$ cat config.mk
export PLATFORM = sky130hd
export DESIGN_NAME = imb_top
export DESIGN_NICKNAME = d
export VERILOG_FILES = /design/src/verilog/imb_pkg.sv /design/src/verilog/imb_top.sv /design/src/verilog/imb_req_bank.sv
export SDC_FILE = /design/constraint.sdc
export NUM_CORES = 1
export LEC_CHECK = 0
export ABC_CLOCK_PERIOD_IN_PS = 4000
export BUFFER_PORTS_ARGS = -buffer_cell sky130_fd_sc_hd__clkbuf_2
export CORE_MARGIN = 10
export CORE_UTILIZATION = 35
export DETAILED_ROUTE_END_ITERATION = 6
export PLACE_DENSITY = 0.57
export SYNTH_ARGS = -nofsm -noshare
export SYNTH_HDL_FRONTEND = slang
export SYNTH_SLANG_ARGS = --single-unit
export TNS_END_PERCENT = 10
$ cat constraint.sdc
create_clock -name core_clk_in -period 4 [get_ports core_clk_in]
set_input_delay 0.2 -clock core_clk_in [delete_from_list [all_inputs] [get_ports core_clk_in]]
set_output_delay 0.2 -clock core_clk_in [all_outputs]
set_load 0.005 [all_outputs]
$ cat src/verilog/imb_pkg.sv
// Purpose: Shared constants and types for the interrupt mask bank
// Assumes: APB with 32-bit data, one register per aligned word
// Notes:   Register indices are byte address divided by four
package imb_pkg;

	// ==========================================================
	// Sizes
	// ==========================================================
	localparam int unsigned NUM_BANKS  = 8;  // Request/mask pairs
	localparam int unsigned BANK_W     = 8;  // Bits per register
	localparam int unsigned ADDR_W     = 12; // APB address width
	localparam int unsigned IDX_W      = 7;  // Register index width
	localparam int unsigned DATA_W     = 32; // APB data width

	// ==========================================================
	// Register indices (byte address = index * 4)
	// ==========================================================
	localparam logic [6:0] IDX_REQ_BASE  = 7'h25; // Request 25h..2ch
	localparam logic [6:0] IDX_MASK_BASE = 7'h2e; // Mask 2eh..35h
	localparam logic [6:0] IDX_CLR_BASE  = 7'h45; // W1C 45h..4ch

	// Mask register indices, one per bank
	localparam logic [6:0] IDX_LOOPBACK_MASK_A       = 7'h2e;
	localparam logic [6:0] IDX_LOOPBACK_MASK_B       = 7'h2f;
	localparam logic [6:0] IDX_FAR_END_ALARM_LB_MASK = 7'h30;
	localparam logic [6:0] IDX_ERRORED_FRAME_LB_MASK = 7'h31;
	localparam logic [6:0] IDX_DS3_RX_ALARM_MASK     = 7'h32;
	localparam logic [6:0] IDX_CBIT_DS2_FRAME_MASK   = 7'h33;
	localparam logic [6:0] IDX_COUNTER_SAT_MASK      = 7'h34;
	localparam logic [6:0] IDX_PATH_LINK_MASK        = 7'h35;

	// ==========================================================
	// Reset values and field positions
	// ==========================================================
	localparam logic [7:0]  MASK_RESET  = 8'h00; // All sources off
	localparam logic [7:0]  REQ_RESET   = 8'h00; // Nothing pending
	localparam logic [31:0] RDATA_RESET = 32'h0000_0000;
	localparam int unsigned BIT_TOP     = 7;     // Single-source bit
	localparam int unsigned RX_STAT_HI  = 7;     // Rx link status 7-5
	localparam int unsigned RX_STAT_LO  = 5;
	localparam int unsigned RX_FIFO_HI  = 4;     // Rx link FIFO 4-3
	localparam int unsigned RX_FIFO_LO  = 3;
	localparam int unsigned TX_FIFO_HI  = 2;     // Tx link FIFO 2-1
	localparam int unsigned TX_FIFO_LO  = 1;
	localparam int unsigned TX_STAT_BIT = 0;     // Tx link status

	// ==========================================================
	// Event carrier: one byte of condition pulses per bank
	// ==========================================================
	typedef struct packed {
		logic [7:0] path_link;        // Bank 7, request 2ch
		logic [7:0] counter_sat;      // Bank 6, request 2bh
		logic [7:0] cbit_ds2_frame;   // Bank 5, request 2ah
		logic [7:0] ds3_rx_alarm;     // Bank 4, request 29h
		logic [7:0] errored_frame_lb; // Bank 3, request 28h
		logic [7:0] far_end_alarm_lb; // Bank 2, request 27h
		logic [7:0] loopback_b;       // Bank 1, request 26h
		logic [7:0] loopback_a;       // Bank 0, request 25h
	} imb_events_t;

	// APB request bundle from the master
	typedef struct packed {
		logic              psel;
		logic              penable;
		logic              pwrite;
		logic [ADDR_W-1:0] paddr;
		logic [DATA_W-1:0] pwdata;
		logic [3:0]        pstrb;
	} imb_apb_req_t;

endpackage

$ cat src/verilog/imb_top.sv
// Purpose: Interrupt mask register bank with latched requests, APB
// Assumes: Single 200 MHz core clock, async active-high reset
// Notes:   Reads take no wait state; read data comes from a flop loaded in setup
`timescale 1ns/1ps
module imb_top (
	input  wire logic                 core_clk_in,  // Core clock
	input  wire logic                 sys_rst_in,   // Async reset
	input  wire logic                 psel_in,      // APB select
	input  wire logic                 penable_in,   // APB enable
	input  wire logic                 pwrite_in,    // APB direction
	input  wire logic [11:0]          paddr_in,     // APB byte address
	input  wire logic [31:0]          pwdata_in,    // APB write data
	input  wire logic [3:0]           pstrb_in,     // APB byte strobes
	input  wire imb_pkg::imb_events_t events_in,    // Condition pulses
	output logic      [31:0]          prdata_out,   // APB read data
	output logic                      pready_out,   // APB ready
	output logic                      pslverr_out,  // APB error
	output logic                      irq_out,      // Interrupt lead
	output logic      [7:0]           pending_out   // Unmasked per bank
);
	import imb_pkg::*;

	// ==========================================================
	// Bus bundle
	// ==========================================================
	imb_apb_req_t apb; // Grouped view of the master's request

	assign apb.psel    = psel_in;
	assign apb.penable = penable_in;
	assign apb.pwrite  = pwrite_in;
	assign apb.paddr   = paddr_in;
	assign apb.pwdata  = pwdata_in;
	assign apb.pstrb   = pstrb_in;

	// ==========================================================
	// Event fan-in, one byte per bank
	// ==========================================================
	logic [7:0] ev [NUM_BANKS]; // Events indexed by bank

	// Bank 0: bit 7 all channels, 6-0 ch 25,21,17,13,9,5,1
	assign ev[0] = events_in.loopback_a;
	// Bank 1: bit 7 DS3, 6-0 ch 26,22,18,14,10,6,2
	assign ev[1] = events_in.loopback_b;
	// Bank 2: bit 7 new message, 6-0 ch 27..3
	assign ev[2] = events_in.far_end_alarm_lb;
	// Bank 3: bit 7 severe frame, 6-0 ch 28..4
	assign ev[3] = events_in.errored_frame_lb;
	// Bank 4: 7 signal loss, 6 frame loss, 4 idle
	assign ev[4] = events_in.ds3_rx_alarm;
	// Bank 5: 7 C-bit status, 6-0 tributaries 7..1
	assign ev[5] = events_in.cbit_ds2_frame;
	// Bank 6: counter saturation, FCS down to M-bit
	assign ev[6] = events_in.counter_sat;
	// Bank 7: rx status, rx FIFO, tx FIFO, tx status
	assign ev[7] = events_in.path_link;

	// ==========================================================
	// Address decode
	// ==========================================================
	logic [6:0] idx;        // Word index of the access
	logic       aligned;    // Low address bits are zero
	logic       in_range;   // Address fits in the index field
	logic       setup_ph;   // First cycle of a transfer
	logic       access_ph;  // Completing cycle of a transfer
	logic       lane0;      // Low byte strobed on a write
	logic [6:0] req_off;    // Offset into request window
	logic [6:0] mask_off;   // Offset into mask window
	logic [6:0] clr_off;    // Offset into clear window
	logic       hit_req;    // Request register addressed
	logic       hit_mask;   // Mask register addressed
	logic       hit_clr;    // Clear register addressed
	logic       mapped;     // Any register addressed
	logic       bad_dir;    // Write to request or read of clear

	assign idx       = apb.paddr[8:2];
	assign aligned   = (apb.paddr[1:0] == 2'h0);
	assign in_range  = (apb.paddr[11:9] == 3'h0);
	assign setup_ph  = apb.psel & ~apb.penable;
	assign access_ph = apb.psel & apb.penable;
	assign lane0     = apb.pstrb[0];
	assign req_off   = idx - IDX_REQ_BASE;
	assign mask_off  = idx - IDX_MASK_BASE;
	assign clr_off   = idx - IDX_CLR_BASE;

	// Windows are each eight words wide
	assign hit_req  = aligned & in_range & (req_off  < 7'(NUM_BANKS));
	assign hit_mask = aligned & in_range & (mask_off < 7'(NUM_BANKS));
	assign hit_clr  = aligned & in_range & (clr_off  < 7'(NUM_BANKS));
	assign mapped   = hit_req | hit_mask | hit_clr;

	// Requests are read-only and clears write-only
	assign bad_dir = (hit_req & apb.pwrite) | (hit_clr & ~apb.pwrite);

	// ==========================================================
	// Handshake
	// ==========================================================
	// No wait state on any access: read data settles in setup
	// and is presented from a flop during the access phase.
	assign pready_out  = access_ph;
	assign pslverr_out = access_ph & (~mapped | bad_dir);

	logic wr_ok; // Write commits this edge
	logic rd_ok; // Read completes this edge

	assign wr_ok = access_ph & apb.pwrite & ~pslverr_out;
	assign rd_ok = access_ph & ~apb.pwrite & ~pslverr_out;

	// ==========================================================
	// Mask registers and request banks
	// ==========================================================
	logic [7:0] mask  [NUM_BANKS]; // Mask register values
	logic [7:0] req   [NUM_BANKS]; // Latched request values
	logic [7:0] rdclr [NUM_BANKS]; // Read-clear per bank
	logic [7:0] wrclr [NUM_BANKS]; // Write-one-clear per bank
	logic [7:0] hit;               // Bank has an unmasked request
	logic [7:0] rd_snap;           // Request byte captured for read

	genvar b;
	generate
		for (b = 0; b < NUM_BANKS; b++) begin : g_bank
			logic sel_mask; // This bank's mask addressed
			logic sel_req;  // This bank's request addressed
			logic sel_clr;  // This bank's clear addressed

			assign sel_mask = hit_mask & (mask_off == 7'(b));
			assign sel_req  = hit_req  & (req_off  == 7'(b));
			assign sel_clr  = hit_clr  & (clr_off  == 7'(b));

			// Mask write, low byte only; starts at zero
			always_ff @(posedge core_clk_in or posedge sys_rst_in) begin
				if (sys_rst_in) begin
					mask[b] <= MASK_RESET;
				end else if (wr_ok & sel_mask & lane0) begin
					mask[b] <= apb.pwdata[7:0];
				end
			end

			// Only bits actually shown to software are cleared,
			// so an event after the snapshot stays pending.
			assign rdclr[b] = (rd_ok & sel_req) ? rd_snap : 8'h00;
			assign wrclr[b] = (wr_ok & sel_clr & lane0) ?
			                  apb.pwdata[7:0] : 8'h00;

			imb_req_bank u_bank (
				.core_clk_in (core_clk_in),
				.sys_rst_in  (sys_rst_in),
				.set_in      (ev[b]),
				.rd_clr_in   (rdclr[b]),
				.wr_clr_in   (wrclr[b]),
				.mask_in     (mask[b]),
				.req_out     (req[b]),
				.hit_out     (hit[b])
			);
		end
	endgenerate

	// ==========================================================
	// Named mask fields
	// ==========================================================
	// These views drive nothing on their own beyond the lead; they
	// document which source each bit gates and feed pending_out.
	logic       all_channel_loopback_mask;     // Bank 0 bit 7
	logic [6:0] channel_loopback_mask_n_a;     // Bank 0 bits 6-0
	logic       high_rate_loopback_mask;       // Bank 1 bit 7
	logic       new_far_end_message_mask;      // Bank 2 bit 7
	logic       severe_frame_error_mask;       // Bank 3 bit 7
	logic       line_signal_loss_mask;         // Bank 4 bit 7
	logic       cbit_status_mask;              // Bank 5 bit 7
	logic [6:0] tributary_frame_loss_mask;     // Bank 5 bits 6-0
	logic [2:0] rx_link_status_masks;          // Bank 7 bits 7-5
	logic [1:0] rx_link_fifo_masks;            // Bank 7 bits 4-3
	logic [1:0] tx_link_fifo_masks;            // Bank 7 bits 2-1
	logic       tx_link_status_mask;           // Bank 7 bit 0

	assign all_channel_loopback_mask = mask[0][BIT_TOP];
	assign channel_loopback_mask_n_a = mask[0][6:0];
	assign high_rate_loopback_mask   = mask[1][BIT_TOP];
	assign new_far_end_message_mask  = mask[2][BIT_TOP];
	assign severe_frame_error_mask   = mask[3][BIT_TOP];
	assign line_signal_loss_mask     = mask[4][BIT_TOP];
	assign cbit_status_mask          = mask[5][BIT_TOP];
	assign tributary_frame_loss_mask = mask[5][6:0];
	assign rx_link_status_masks      = mask[7][RX_STAT_HI:RX_STAT_LO];
	assign rx_link_fifo_masks        = mask[7][RX_FIFO_HI:RX_FIFO_LO];
	assign tx_link_fifo_masks        = mask[7][TX_FIFO_HI:TX_FIFO_LO];
	assign tx_link_status_mask       = mask[7][TX_STAT_BIT];

	// ==========================================================
	// Per-source gating of the multi-source banks
	// ==========================================================
	logic       g_loop_a;   // Bank 0 unmasked
	logic       g_loop_b;   // Bank 1 unmasked
	logic       g_new_msg;  // Bank 2 bit 7 unmasked
	logic       g_loop_c;   // Bank 2 bits 6-0 unmasked
	logic       g_sev;      // Bank 3 bit 7 unmasked
	logic       g_loop_d;   // Bank 3 bits 6-0 unmasked
	logic       g_alarm;    // Bank 4 unmasked
	logic       g_cbit;     // Bank 5 unmasked
	logic       g_sat;      // Bank 6 unmasked
	logic       g_rx_stat;  // Bank 7 bits 7-5 unmasked
	logic       g_rx_fifo;  // Bank 7 bits 4-3 unmasked
	logic       g_tx;       // Bank 7 bits 2-0 unmasked

	assign g_loop_a  = (req[0][BIT_TOP] & all_channel_loopback_mask)
	                 | |(req[0][6:0] & channel_loopback_mask_n_a);
	assign g_loop_b  = (req[1][BIT_TOP] & high_rate_loopback_mask)
	                 | |(req[1][6:0] & mask[1][6:0]);
	assign g_new_msg = req[2][BIT_TOP] & new_far_end_message_mask;
	assign g_loop_c  = |(req[2][6:0] & mask[2][6:0]);
	assign g_sev     = req[3][BIT_TOP] & severe_frame_error_mask;
	assign g_loop_d  = |(req[3][6:0] & mask[3][6:0]);
	assign g_alarm   = (req[4][BIT_TOP] & line_signal_loss_mask)
	                 | |(req[4][6:0] & mask[4][6:0]);
	assign g_cbit    = (req[5][BIT_TOP] & cbit_status_mask)
	                 | |(req[5][6:0] & tributary_frame_loss_mask);
	assign g_sat     = |(req[6] & mask[6]);
	assign g_rx_stat = |(req[7][RX_STAT_HI:RX_STAT_LO]
	                   & rx_link_status_masks);
	assign g_rx_fifo = |(req[7][RX_FIFO_HI:RX_FIFO_LO]
	                   & rx_link_fifo_masks);
	assign g_tx      = |(req[7][TX_FIFO_HI:TX_FIFO_LO] & tx_link_fifo_masks)
	                 | (req[7][TX_STAT_BIT] & tx_link_status_mask);

	// ==========================================================
	// Interrupt lead
	// ==========================================================
	logic [7:0] next_pending; // Per-bank unmasked summary

	assign next_pending = {g_rx_stat | g_rx_fifo | g_tx, g_sat, g_cbit,
	                       g_alarm, g_sev | g_loop_d, g_new_msg | g_loop_c,
	                       g_loop_b, g_loop_a};

	// Combinational lead: follows a mask write or a clear at once.
	// The bank-level hit is the same relation, ORed into the lead as well.
	assign irq_out = |next_pending | |hit;

	// Registered per-bank summary for status LEDs or polling
	always_ff @(posedge core_clk_in or posedge sys_rst_in) begin
		if (sys_rst_in) begin
			pending_out <= REQ_RESET;
		end else begin
			pending_out <= next_pending;
		end
	end

	// ==========================================================
	// Read data
	// ==========================================================
	logic [7:0]  rd_byte;    // Selected register in setup
	logic [31:0] next_rdata; // Word to present next cycle

	assign rd_byte = hit_mask ? mask[mask_off[2:0]] :
	                 hit_req  ? req[req_off[2:0]]   : 8'h00;
	// Clear words and unmapped words read as zero
	assign next_rdata = {24'h00_0000, rd_byte};

	// Capture in setup, hold through the access phase
	always_ff @(posedge core_clk_in or posedge sys_rst_in) begin
		if (sys_rst_in) begin
			prdata_out <= RDATA_RESET;
			rd_snap    <= REQ_RESET;
		end else if (setup_ph & ~apb.pwrite) begin
			prdata_out <= next_rdata;
			rd_snap    <= hit_req ? rd_byte : REQ_RESET;
		end
	end

endmodule

$ cat src/verilog/imb_req_bank.sv
// Purpose: One 8-bit latched request register with masked output
// Assumes: Events are one-cycle or level conditions on core clock
// Notes:   A set in the same cycle as a clear always wins
`timescale 1ns/1ps
module imb_req_bank (
	input  wire logic       core_clk_in,  // Core clock
	input  wire logic       sys_rst_in,   // Async reset, high
	input  wire logic [7:0] set_in,       // Condition occurred
	input  wire logic [7:0] rd_clr_in,    // Clear on read, bitwise
	input  wire logic [7:0] wr_clr_in,    // Write-one clear
	input  wire logic [7:0] mask_in,      // Mask register value
	output logic      [7:0] req_out,      // Latched requests
	output logic            hit_out       // Any unmasked request
);
	import imb_pkg::*;

	// ==========================================================
	// Next state
	// ==========================================================
	logic [7:0] next_req; // Request value after this edge
	logic [7:0] clr_any;  // Either clear source

	assign clr_any  = rd_clr_in | wr_clr_in;
	// Set beats clear so no event slips through a read
	assign next_req = (req_out & ~clr_any) | set_in;

	// Latch requests
	always_ff @(posedge core_clk_in or posedge sys_rst_in) begin
		if (sys_rst_in) begin
			req_out <= REQ_RESET;
		end else begin
			req_out <= next_req;
		end
	end

	// Bit-for-bit gate onto the shared lead
	assign hit_out = |(req_out & mask_in);

endmodule

### Yosys cells after proc, flatten, opt, wreduce, memory -nomap -nowiden

Cells that the tools add are included.

| word-level totals | value |
|---|---|
| register bits | 152 |
| input bits | 117 |
| output and inout port bits | 43 |
| logic and storage cells | 244 |

| cells by class | value |
|---|---|
| add/sub/neg operators | 3 |
| magnitude comparators | 5 |
| equal/unequal tests | 21 |
| muxes and demuxes | 25 |
| bitwise gates (word level) | 154 |
| reductions and logical operators | 17 |

Operator list:

| kind | count |
|---|---|
| 8-bit 2-to-1 mux | 23 |
| 8-bit AND | 16 |
| 8-bit bitwise OR | 16 |
| 1-bit AND | 85 |
| 7-bit by 3-bit equality test with 1-bit output, second input constant | 12 |
| 8-bit inverter | 8 |
| 64-bit OR reduction | 1 |
| 8-bit binary-select mux with 3-bit select | 2 |
| 7-bit AND | 6 |
| 7-bit by 2-bit equality test with 1-bit output, second input constant | 6 |
| 7-bit OR reduction | 6 |
| 7-bit by 1-bit equality test with 1-bit output, second input constant | 3 |
| 7-bit zero test | 3 |
| 7-bit by 4-bit less-than comparator with 1-bit output, second input constant | 3 |
| 15-bit OR reduction | 1 |
| 1-bit bitwise OR | 14 |
| 7-bit by 6-bit subtractor with 7-bit output, second input constant | 2 |
| 4-bit greater-or-equal comparator, second input constant | 2 |
| 3-bit inverter with 4-bit output | 2 |
| 8-bit OR reduction | 1 |
| 7-bit subtractor, second input constant | 1 |
| 2-bit AND | 2 |
| 1-bit inverter | 4 |
| 2-bit OR reduction | 2 |
| 4 further kinds | 4 |

### Depth between registers and ports, before layout

Gate-level depths: netlist of run 1.

| logic depth | value |
|---|---|
| word-level depth | 17 |
| depth in mapped cells | 12 |
| depth with buffers taken out | 7 |

### Hierarchy

A second synthesis of run 1 with hierarchy kept.

| unflattened totals | value |
|---|---|
| cells, all modules | 934 |
| area, all modules | 9,680.5 µm² |

By module, submodules not included:

| module | times used | cells an instance | area an instance (µm²) | sequential area each (µm²) |
|---|---|---|---|---|
| imb_top | 1 | 694 | 7,028.0 | 2,202.1 |
| imb_req_bank | 8 | 30 | 331.6 | 200.2 |

### Worst setup path after synthesis of run 1

No wires, ideal clock.

| timing | value |
|---|---|
| kind | input to register |
| start | in paddr_in[3] |
| end | reg mask, in the netlist all_channel_loopback_mask |
| setup time | 0.125 ns |
| data arrival time | 3.078 ns |
| data required time | 3.875 ns |
| slack | 0.797 ns |
| stages on the path | 10 |
| path buffers | 3 |
| path through | buf_2 buf_1 inv_1 ha_1 a2111oi_4 mux2_2 o2111a_2 or4_1 buf_2 mux2_2 |

| between the ends | value |
|---|---|
| cells in the longest elaborated chain, start to end | 12 |
| elaborated cells on any way between the ends | 23 |
| those cells by class | add/sub (3); order compare (3); bitwise (16); reduce/logical (1) |

Ends and longest elaborated chain:

| element | RTL line | RTL |
|---|---|---|
| from (decl) | imb_top.sv:11 | `input wire logic [11:0] paddr_in,` |
| 7-bit by 6-bit subtractor with 7-bit output (on tied branches) | imb_top.sv:81, imb_top.sv:82 |  |
| 7-bit by 4-bit less-than comparator with 1-bit output (on tied branches) | imb_top.sv:86, imb_top.sv:87 |  |
| 1-bit AND (on tied branches) | imb_top.sv:86, imb_top.sv:87 |  |
| 1-bit bitwise OR (2 in a row) | imb_top.sv:89 | `assign mapped = hit_req \| hit_mask \| hit_clr;` |
| 1-bit inverter | imb_top.sv:100 | `assign pslverr_out = access_ph & (~mapped \| bad_dir);` |
| 1-bit bitwise OR | imb_top.sv:100 |  |
| 1-bit AND | imb_top.sv:100 |  |
| 1-bit inverter | imb_top.sv:105 | `assign wr_ok = access_ph & apb.pwrite & ~pslverr_out;` |
| 1-bit AND | imb_top.sv:105 |  |
| 1-bit AND * (2 in a row) | imb_top.sv:133 | `end else if (wr_ok & sel_mask & lane0) begin` |
| to (signal, indexed assignment) | imb_top.sv:134 | `mask[b] <= apb.pwdata[7:0];` |
| to (decl) | imb_top.sv:111 | `logic [7:0] mask [NUM_BANKS];` |

Mark *: on every way between the ends. The rest lies on a longest branch, timed or not.
A chain may end at the register's enable or synchronous reset.

### Final worst setup path of run 1

| timing | value |
|---|---|
| start | in paddr_in[4] |
| end | reg mask[35] in the netlist's numbering |

Same word-level chain as after synthesis.

==> results of run 1 <==
[critical path, cell delays in order]
cell	delay (ps)
clkbuf_2	210
ha_1	290
a2111oi_4	650
mux2_2	450
o2111a_2	200
or4_1	770
mux2_2	370
[cell families (layout without fill, tap and decap cells)]
kind of cell | count (synthesis) | count (layout) | synth area share
other | 1 | 25 | 0.0004208
and+or+nand+nor | 193 | 193 | 0.1164
AOI/OAI and AO/OA | 215 | 215 | 0.1931
muxes | 114 | 114 | 0.1821
adders and majority gates | 8 | 8 | 0.01123
buffers and inverters | 114 | 230 | 0.06501
DFF | 152 | 152 | 0.4268
xor gates and xnor gates | 5 | 5 | 0.004915
[synthesized netlist by cell type (9+ instances only)]
cell	instances
o21ai_0	10
nand4_1	12
mux2i_1	17
mux2_2	65
clkbuf_1	53
nor3_1	64
o21bai_1	64
a211oi_1	9
buf_2	10
o41ai_1	64
mux4_2	32
a22oi_1	32
dfrtp_1	152
buf_4	25
nand3_1	87
[power by group through the flow]
stage	registers (mW)	logic, mW	clock network [mW]
after floorplan	1.59	0.239	0
after global placement	1.59	0.382	0
after detailed placement	1.59	0.381	0
after CTS	1.56	0.423	1.75
after global routing	1.56	0.460	1.81
final	1.56	0.428	1.74
[registers in the layout (all words and copies together) (netlist names)]
register and flops:
g_bank.u_bank.req_out 64, prdata_out 8, line_signal_loss_mask 1, pending_out 8, cbit_status_mask 1, all_channel_loopback_mask 1
channel_loopback_mask_n_a 7, mask 53, high_rate_loopback_mask 1, rd_snap 8
[routing by layer]
metal  wire length (um)  up-vias  share of wire  global-route usage
met2              15610      446           0.46              0.3165
li1                   -     3377              -                   -
met4               1298        0          0.038             0.07972
met5                  0        -              0                   0
met3               3116       79          0.092             0.06325
met1              13940     3988           0.41              0.2654
[per-stage QoR]
step                std cells  total power, mW  setup WS, ps    util  instance area (um2)
floorplan                 825            1.827         797.4       -                 9001
global placement         1187            1.974         781.4  0.3852                 9672
detailed placement       1187            1.972         735.8  0.3852                 9672
CTS                      1271            3.739          1173  0.4308                10820
global route             1271            3.832         960.7  0.4308                10820
finish                   1272            3.729          1152  0.4309                10820
[final timing paths]
path                                             start                     endpoint  slack, ps  depth (start not counted)
max                                        paddr_in[4]                     mask[35]       1150                          7
min                                         sys_rst_in  g_bank[1].u_bank.req_out[5]        -10                          2
max reg2reg                g_bank[2].u_bank.req_out[4]                   rd_snap[4]       2170                          4
min reg2reg                                 rd_snap[3]                   rd_snap[3]        500                          1
max in group asynchronous                   sys_rst_in                      mask[3]       3010                          3
min in group core_clk_in                 events_in[62]  g_bank[7].u_bank.req_out[6]         10                          2
[layout by cell type (no fill, tap or decap), types with 3 or more instances in the layout]
cell type,synthesis,final
dfrtp_1,152,152
clkbuf_2,0,108
nand3_1,87,87
mux2_2,65,65
o41ai_1,64,64
nor3_1,64,64
o21bai_1,64,64
dlygate4sd3_1,0,52
mux4_2,32,32
a22oi_1,32,32
conb_1,1,24
buf_4,25,21
mux2i_1,17,17
clkbuf_16,0,17
nand4_1,12,12
o21ai_0,10,10
a211oi_1,9,9
o31ai_1,8,8
o22a_1,8,8
a32o_1,8,8
clkinv_1,8,8
ha_1,8,8
inv_1,8,7
nor3b_1,5,5
a21oi_1,4,4
nand2_1,5,4
inv_6,0,4
bufinv_16,0,4
or4_1,3,3
and3_1,3,3
nor4_1,3,3
clkinvlp_4,0,3
[what timing repair did]
action,in CTS,in global routing
endpoints found under the hold margin,52,0
endpoints found under the setup margin,0,0
hold buffers,52,0
[area by class of cell]
type                       count  area [um2]  area share
clock inverter                13       192.7     0.01781
multi-input combinational    559        4673      0.4319
timing repair buffer         182        1239      0.1145
sequential                   152        3804      0.3515
antenna                        1       2.502   0.0002313
clock buffer                  19       432.9     0.04001
inverter                      16       63.81    0.005897
tap                          330       412.9     0.03816
==> impl_metrics.json, run 1 <==
{
  "hold_path.class": "primary input to asynchronous set/reset pin",
  "cts_num_sinks": 152,
  "dr.pass1.iters": 5,
  "vias_per_cell": 6.203,
  "hpwl_mm": 24.01,
  "required_ps": 4300,
  "cts_post_setup_buffers_inserted": 0,
  "min_period_over_period": 0.7121,
  "seq_power_share": 0.419,
  "ys_seq_area_frac": 0.4268,
  "max_freq_mhz": 351.1,
  "clockBufferDepth": 2,
  "grt_pass1_wl_mm": 51.76,
  "slew_violations": 0,
  "fin_crit_ps": 2848,
  "route.detailed.drc": 0,
  "nets": 1053,
  "routed_wirelength_mm": 33.97,
  "die_h_um": 179.6,
  "rsz0062_at_grt": "no",
  "drt_iter0_drc": 1125,
  "violations": "hold timing",
  "cts_tree": "done",
  "start_util": 0.3549,
  "leakage_nw": 4.513,
  "antenna_found_initial": 0,
  "finalHoldViolations": 5,
  "overflow": 0,
  "synth_edf_count": 0,
  "crit_path_start_kind": "primary input",
  "ir_worst_vdd_uv": 285.8,
  "endpoint_kind": "register",
  "core_um2": 25110,
  "ys.flop_type": "dfrtp_1",
  "yosysWarnings": 0,
  "netlist.area_leader.share": 0.4268,
  "chipWidth_um": 179.6,
  "grt_start_max_net_pins": 67,
  "powerDensity_nw_per_um2": 344.7,
  "synth_top_area_cell": "dfrtp_1",
  "crit_fanout": 8,
  "root_buffer": "clkbuf_16",
  "synth_seq_cells": 152,
  "gp_routability_congestion": 0.9345,
  "num_vias": 7890,
  "grt_pass1_vias": 7947,
  "syn2layout_area_growth_pct": 21.43,
  "ant_nets": 0,
  "synthTopCellsByArea": "dfrtp_1 43%, mux2_2 8.2%, mux4_2 8.1%",
  "clkTransAtPathRegs_ps": 70,
  "synthDistinctLibCells": 48,
  "hold_ws_ps": -13.95,
  "arrival_ps": 3150,
  "row_count": 58,
  "fillers": 2396,
  "intPower_mw": 2.766,
  "finClkSkew_ps": 9.132,
  "p_sw_uw": 963.1,
  "power.share.clock": 0.466,
  "switching_share": 0.2583,
  "fin_tns_setup_ps": 0,
  "tightest_slew_ps": 1044,
  "slew_headroom": 0.3022,
  "cts_max_level": 4,
  "synthArstFlopShare": 1.000,
  "io_buffers": 108,
  "combPwrFrac": 0.115,
  "cts_made_buffers": 17,
  "dieArea_um2": 32240,
  "syn_area_um2": 8911,
  "ios": 160,
  "synth_cells": 802,
  "max-cap-violations": 0,
  "final_layout_size_suffix_gt1_frac": 0.2869,
  "avgRoutedWirePerCell_um": 26.71,
  "crit_type": "primary input to register",
  "postCtsResizedCells": 0,
  "finalSetupViolations": 0,
  "grtUsageTotal": 0.2057,
  "status": "finished, violations left",
  "postSynthAreaPerCell_um2": 11.11,
  "clk_latency_ps": 420
}
No activity file was read; power rests on OpenSTA's default activity.
==> inputs of run 2 (changes only) <==
--- a/config.mk
+++ b/config.mk
@@ -5,7 +5,8 @@
 export SDC_FILE = /design/constraint.sdc
 export NUM_CORES = 1
 export LEC_CHECK = 0
-export ABC_CLOCK_PERIOD_IN_PS = 4000
+export ABC_AREA = 1
+export ABC_CLOCK_PERIOD_IN_PS = 2600
 export BUFFER_PORTS_ARGS = -buffer_cell sky130_fd_sc_hd__clkbuf_2
 export CORE_MARGIN = 10
 export CORE_UTILIZATION = 35
==> constraint.sdc (replaced) <==
create_clock -name core_clk_in -period 2.6 [get_ports core_clk_in]
set_input_delay 0.13 -clock core_clk_in [delete_from_list [all_inputs] [get_ports core_clk_in]]
set_output_delay 0.13 -clock core_clk_in [all_outputs]
set_load 0.005 [all_outputs]
==> run 2 against run 1 <==
Against the previous run: the run now ends clean; final area increased by 7.2%; sequential share of layout area decreased by 2.4 points; core utilization increased by 1.4 points; global-route usage shrank 0.57 points; critical path depth rose by 1; highest routed layer unchanged.
==> impl_metrics.json, run 2 <==
{
  "dieArea_um2": 33460,
  "yosysMostFrequentCell": "nand2_1",
  "powerDensity_nw_per_um2": 503.7,
  "crit_path_start_kind": "register",
  "p_sw_mw": 1.491,
  "hold_depth": 3,
  "synthDistinctLibCells": 42,
  "cts_tree": "done",
  "cts_max_level": 4,
  "fin_crit_ps": 2298,
  "die_h_um": 182.9,
  "dr.pass1.iters": 5,
  "core_um2": 26060,
  "clockBufferDepth": 2,
  "clk_latency_ps": 440,
  "power.share.clock": 0.487,
  "grt_pass1_vias": 8954,
  "ff_latch_area_um2": 3804,
  "finClkSkew_ps": 10.94,
  "ys_seq_area_frac": 0.4095,
  "max-cap-violations": 0,
  "gp_routability_congestion": 0.9167,
  "chipWidth_um": 182.9,
  "ir_worst_vdd_uv": 364.1,
  "slew_headroom": 0.5849,
  "postSynthAreaPerCell_um2": 7.123,
  "syn2layout_area_growth_pct": 24.87,
  "switching_share": 0.2551,
  "top_register": "g_bank.u_bank.req_out",
  "antennaDiodeCount": 0,
  "drt_iter0_drc": 859,
  "avgRoutedWirePerCell_um": 18.59,
  "max_freq_mhz": 435.1,
  "start_util": 0.3565,
  "min_from": "penable_in",
  "seq_power_share": 0.405,
  "synthTopCellsByArea": "dfrtp_1 41%, nand2_1 13%, inv_1 9.6%",
  "hold_path.class": "primary input to register",
  "status": "completed",
  "antenna_found_initial": 0,
  "grtUsageTotal": 0.2000,
  "slew_violations": 0,
  "intPower_mw": 4.351,
  "rr_endpoint": "prdata_out[7]",
  "rr_worst_depth": 7,
  "grt_pass1_wl_mm": 51.92,
  "clkTransAtPathRegs_ps": 70,
  "arrival_ps": 2170,
  "num_vias": 9144,
  "root_buffer": "clkbuf_16",
  "grt_start_max_net_pins": 92,
  "combPwrFrac": 0.107,
  "overflow": 0,
  "ios": 160,
  "leakage_nw": 5.894,
  "rsz0062_at_grt": "no",
  "synth_edf_count": 0,
  "synthArstFlopShare": 1.000,
  "vias_per_cell": 5.027,
  "r2r_start": "mask[47]",
  "fillers": 2687,
  "io_buffers": 108,
  "route.detailed.drc": 0,
  "finalSetupViolations": 0,
  "final_common_cell": "nand2_1",
  "row_count": 59,
  "synth_seq_cells": 152,
  "ant_nets": 0,
  "regToRegSetupSlack_ps": 840,
  "hold_path_end": "prdata_out[2]",
  "required_ps": 2470,
  "nets": 1596,
  "yosysWarnings": 0,
  "routed_wirelength_mm": 33.81,
  "cts_made_buffers": 17,
  "netlist.area_leader.share": 0.4095,
  "min_period_over_period": 0.8840,
  "crit_type": "register to primary output",
  "tightest_slew_ps": 622.7,
  "largest_reg_flops": 64,
  "hold_ws_ps": 74.32,
  "cts_num_sinks": 152,
  "fin_tns_setup_ps": 0,
  "crit_fanout": 3,
  "yosys-top-cells-count": "325 x nand2_1, 237 x inv_1, 152 x dfrtp_1",
  "final_layout_size_suffix_gt1_frac": 0.1496,
  "synth_top_area_cell": "dfrtp_1",
  "top_regs": "g_bank.u_bank.req_out: 64 flops, mask: 53 flops",
  "ys.flop_type": "dfrtp_1",
  "postCtsResizedCells": 0,
  "fin_util": 0.4451,
  "finalHoldViolations": 0,
  "synth_cells": 1304,
  "endpoint_kind": "primary output",
  "final_cell_mix": "325 x nand2_1, 236 x inv_1, 152 x dfrtp_1",
  "hpwl_mm": 24.33,
  "syn_area_um2": 9289,
  "multi_input_area_um2": 4199
}
## run 2: worst max-delay path, cell delays in order, from the launching register on
cell	delay, ps
dfrtp_1	410
nand2_1	70
nand2_1	50
a221oi_1	240
nand3_1	250
nor4_1	350
buf_4	190
nand2_1	50
clkbuf_2	110
## run 2: cell families after synthesis
kind of cell / Yosys count / synth area share
AND/OR/NAND/NOR: 522 / 0.2478
multiplexers: 1 / 0.001212
buffers and inverters: 329 / 0.1491
other: 1 / 0.0004037
XOR/XNOR: 1 / 0.0009431
flip-flops: 152 / 0.4095
AO/OA/AOI/OAI: 290 / 0.1802
adder cells (fa/ha/maj): 8 / 0.01078
## run 2: cell type report
| type | count | share of cell area |
|---|---|---|
| multi-input cells | 846 | 0.3620 |
| flip-flops and latches | 152 | 0.3279 |
| repair buffers | 212 | 0.1376 |
| inverters | 242 | 0.07864 |
| clock buffers | 19 | 0.03905 |
| well taps | 335 | 0.03614 |
| clock inverters | 13 | 0.01855 |
## run 2: worst max-delay path by stage
stage,from,to,slack (ps),depth (start not counted)
2_1_floorplan,paddr_in[2],mask[49],220,19
3_3_place_gp,paddr_in[3],mask[42],310,15
3_5_place_dp,paddr_in[3],mask[45],250,15
4_1_cts,channel_loopback_mask_n_a[0],irq_out,310,8
5_1_grt,channel_loopback_mask_n_a[0],irq_out,200,8
6_report,channel_loopback_mask_n_a[0],irq_out,300,8
## run 2: per-stage QoR
stage | setup WS (ps) | cell area (um2) | total power [mW] | cells
2_1_floorplan | 216.9 | 9379 | 2.733 | 1327
3_3_place_gp | 308.3 | 10280 | 2.952 | 1722
3_5_place_dp | 253.0 | 10280 | 2.955 | 1722
4_1_cts | 306.2 | 11600 | 5.859 | 1819
5_1_grt | 202.6 | 11600 | 6.037 | 1819
6_report | 301.6 | 11600 | 5.842 | 1819
## run 2: metal layers
metal / up-vias / GRT usage / part of all wire
met5: - / 0 / 0
met1: 4247 / 0.2743 / 0.45
met2: 377 / 0.3001 / 0.44
li1: 4456 / - / -
met4: 0 / 0.06875 / 0.028
met3: 64 / 0.05098 / 0.082
## run 2: timing repair
action / CTS / global route
buffers inserted: 0 / 0
hold endpoints to repair: 216 / 0
hold buffers: 65 / 0
## run 2: power groups by stage
| stage | registers [mW] | logic, mW | clock network, mW |
|---|---|---|---|
| after detailed placement | 2.41 | 0.544 | 0 |
| after global routing | 2.37 | 0.688 | 2.98 |
| final | 2.37 | 0.628 | 2.85 |
| after floorplan | 2.41 | 0.322 | 0 |
| after global placement | 2.41 | 0.541 | 0 |
| after CTS | 2.37 | 0.622 | 2.87 |
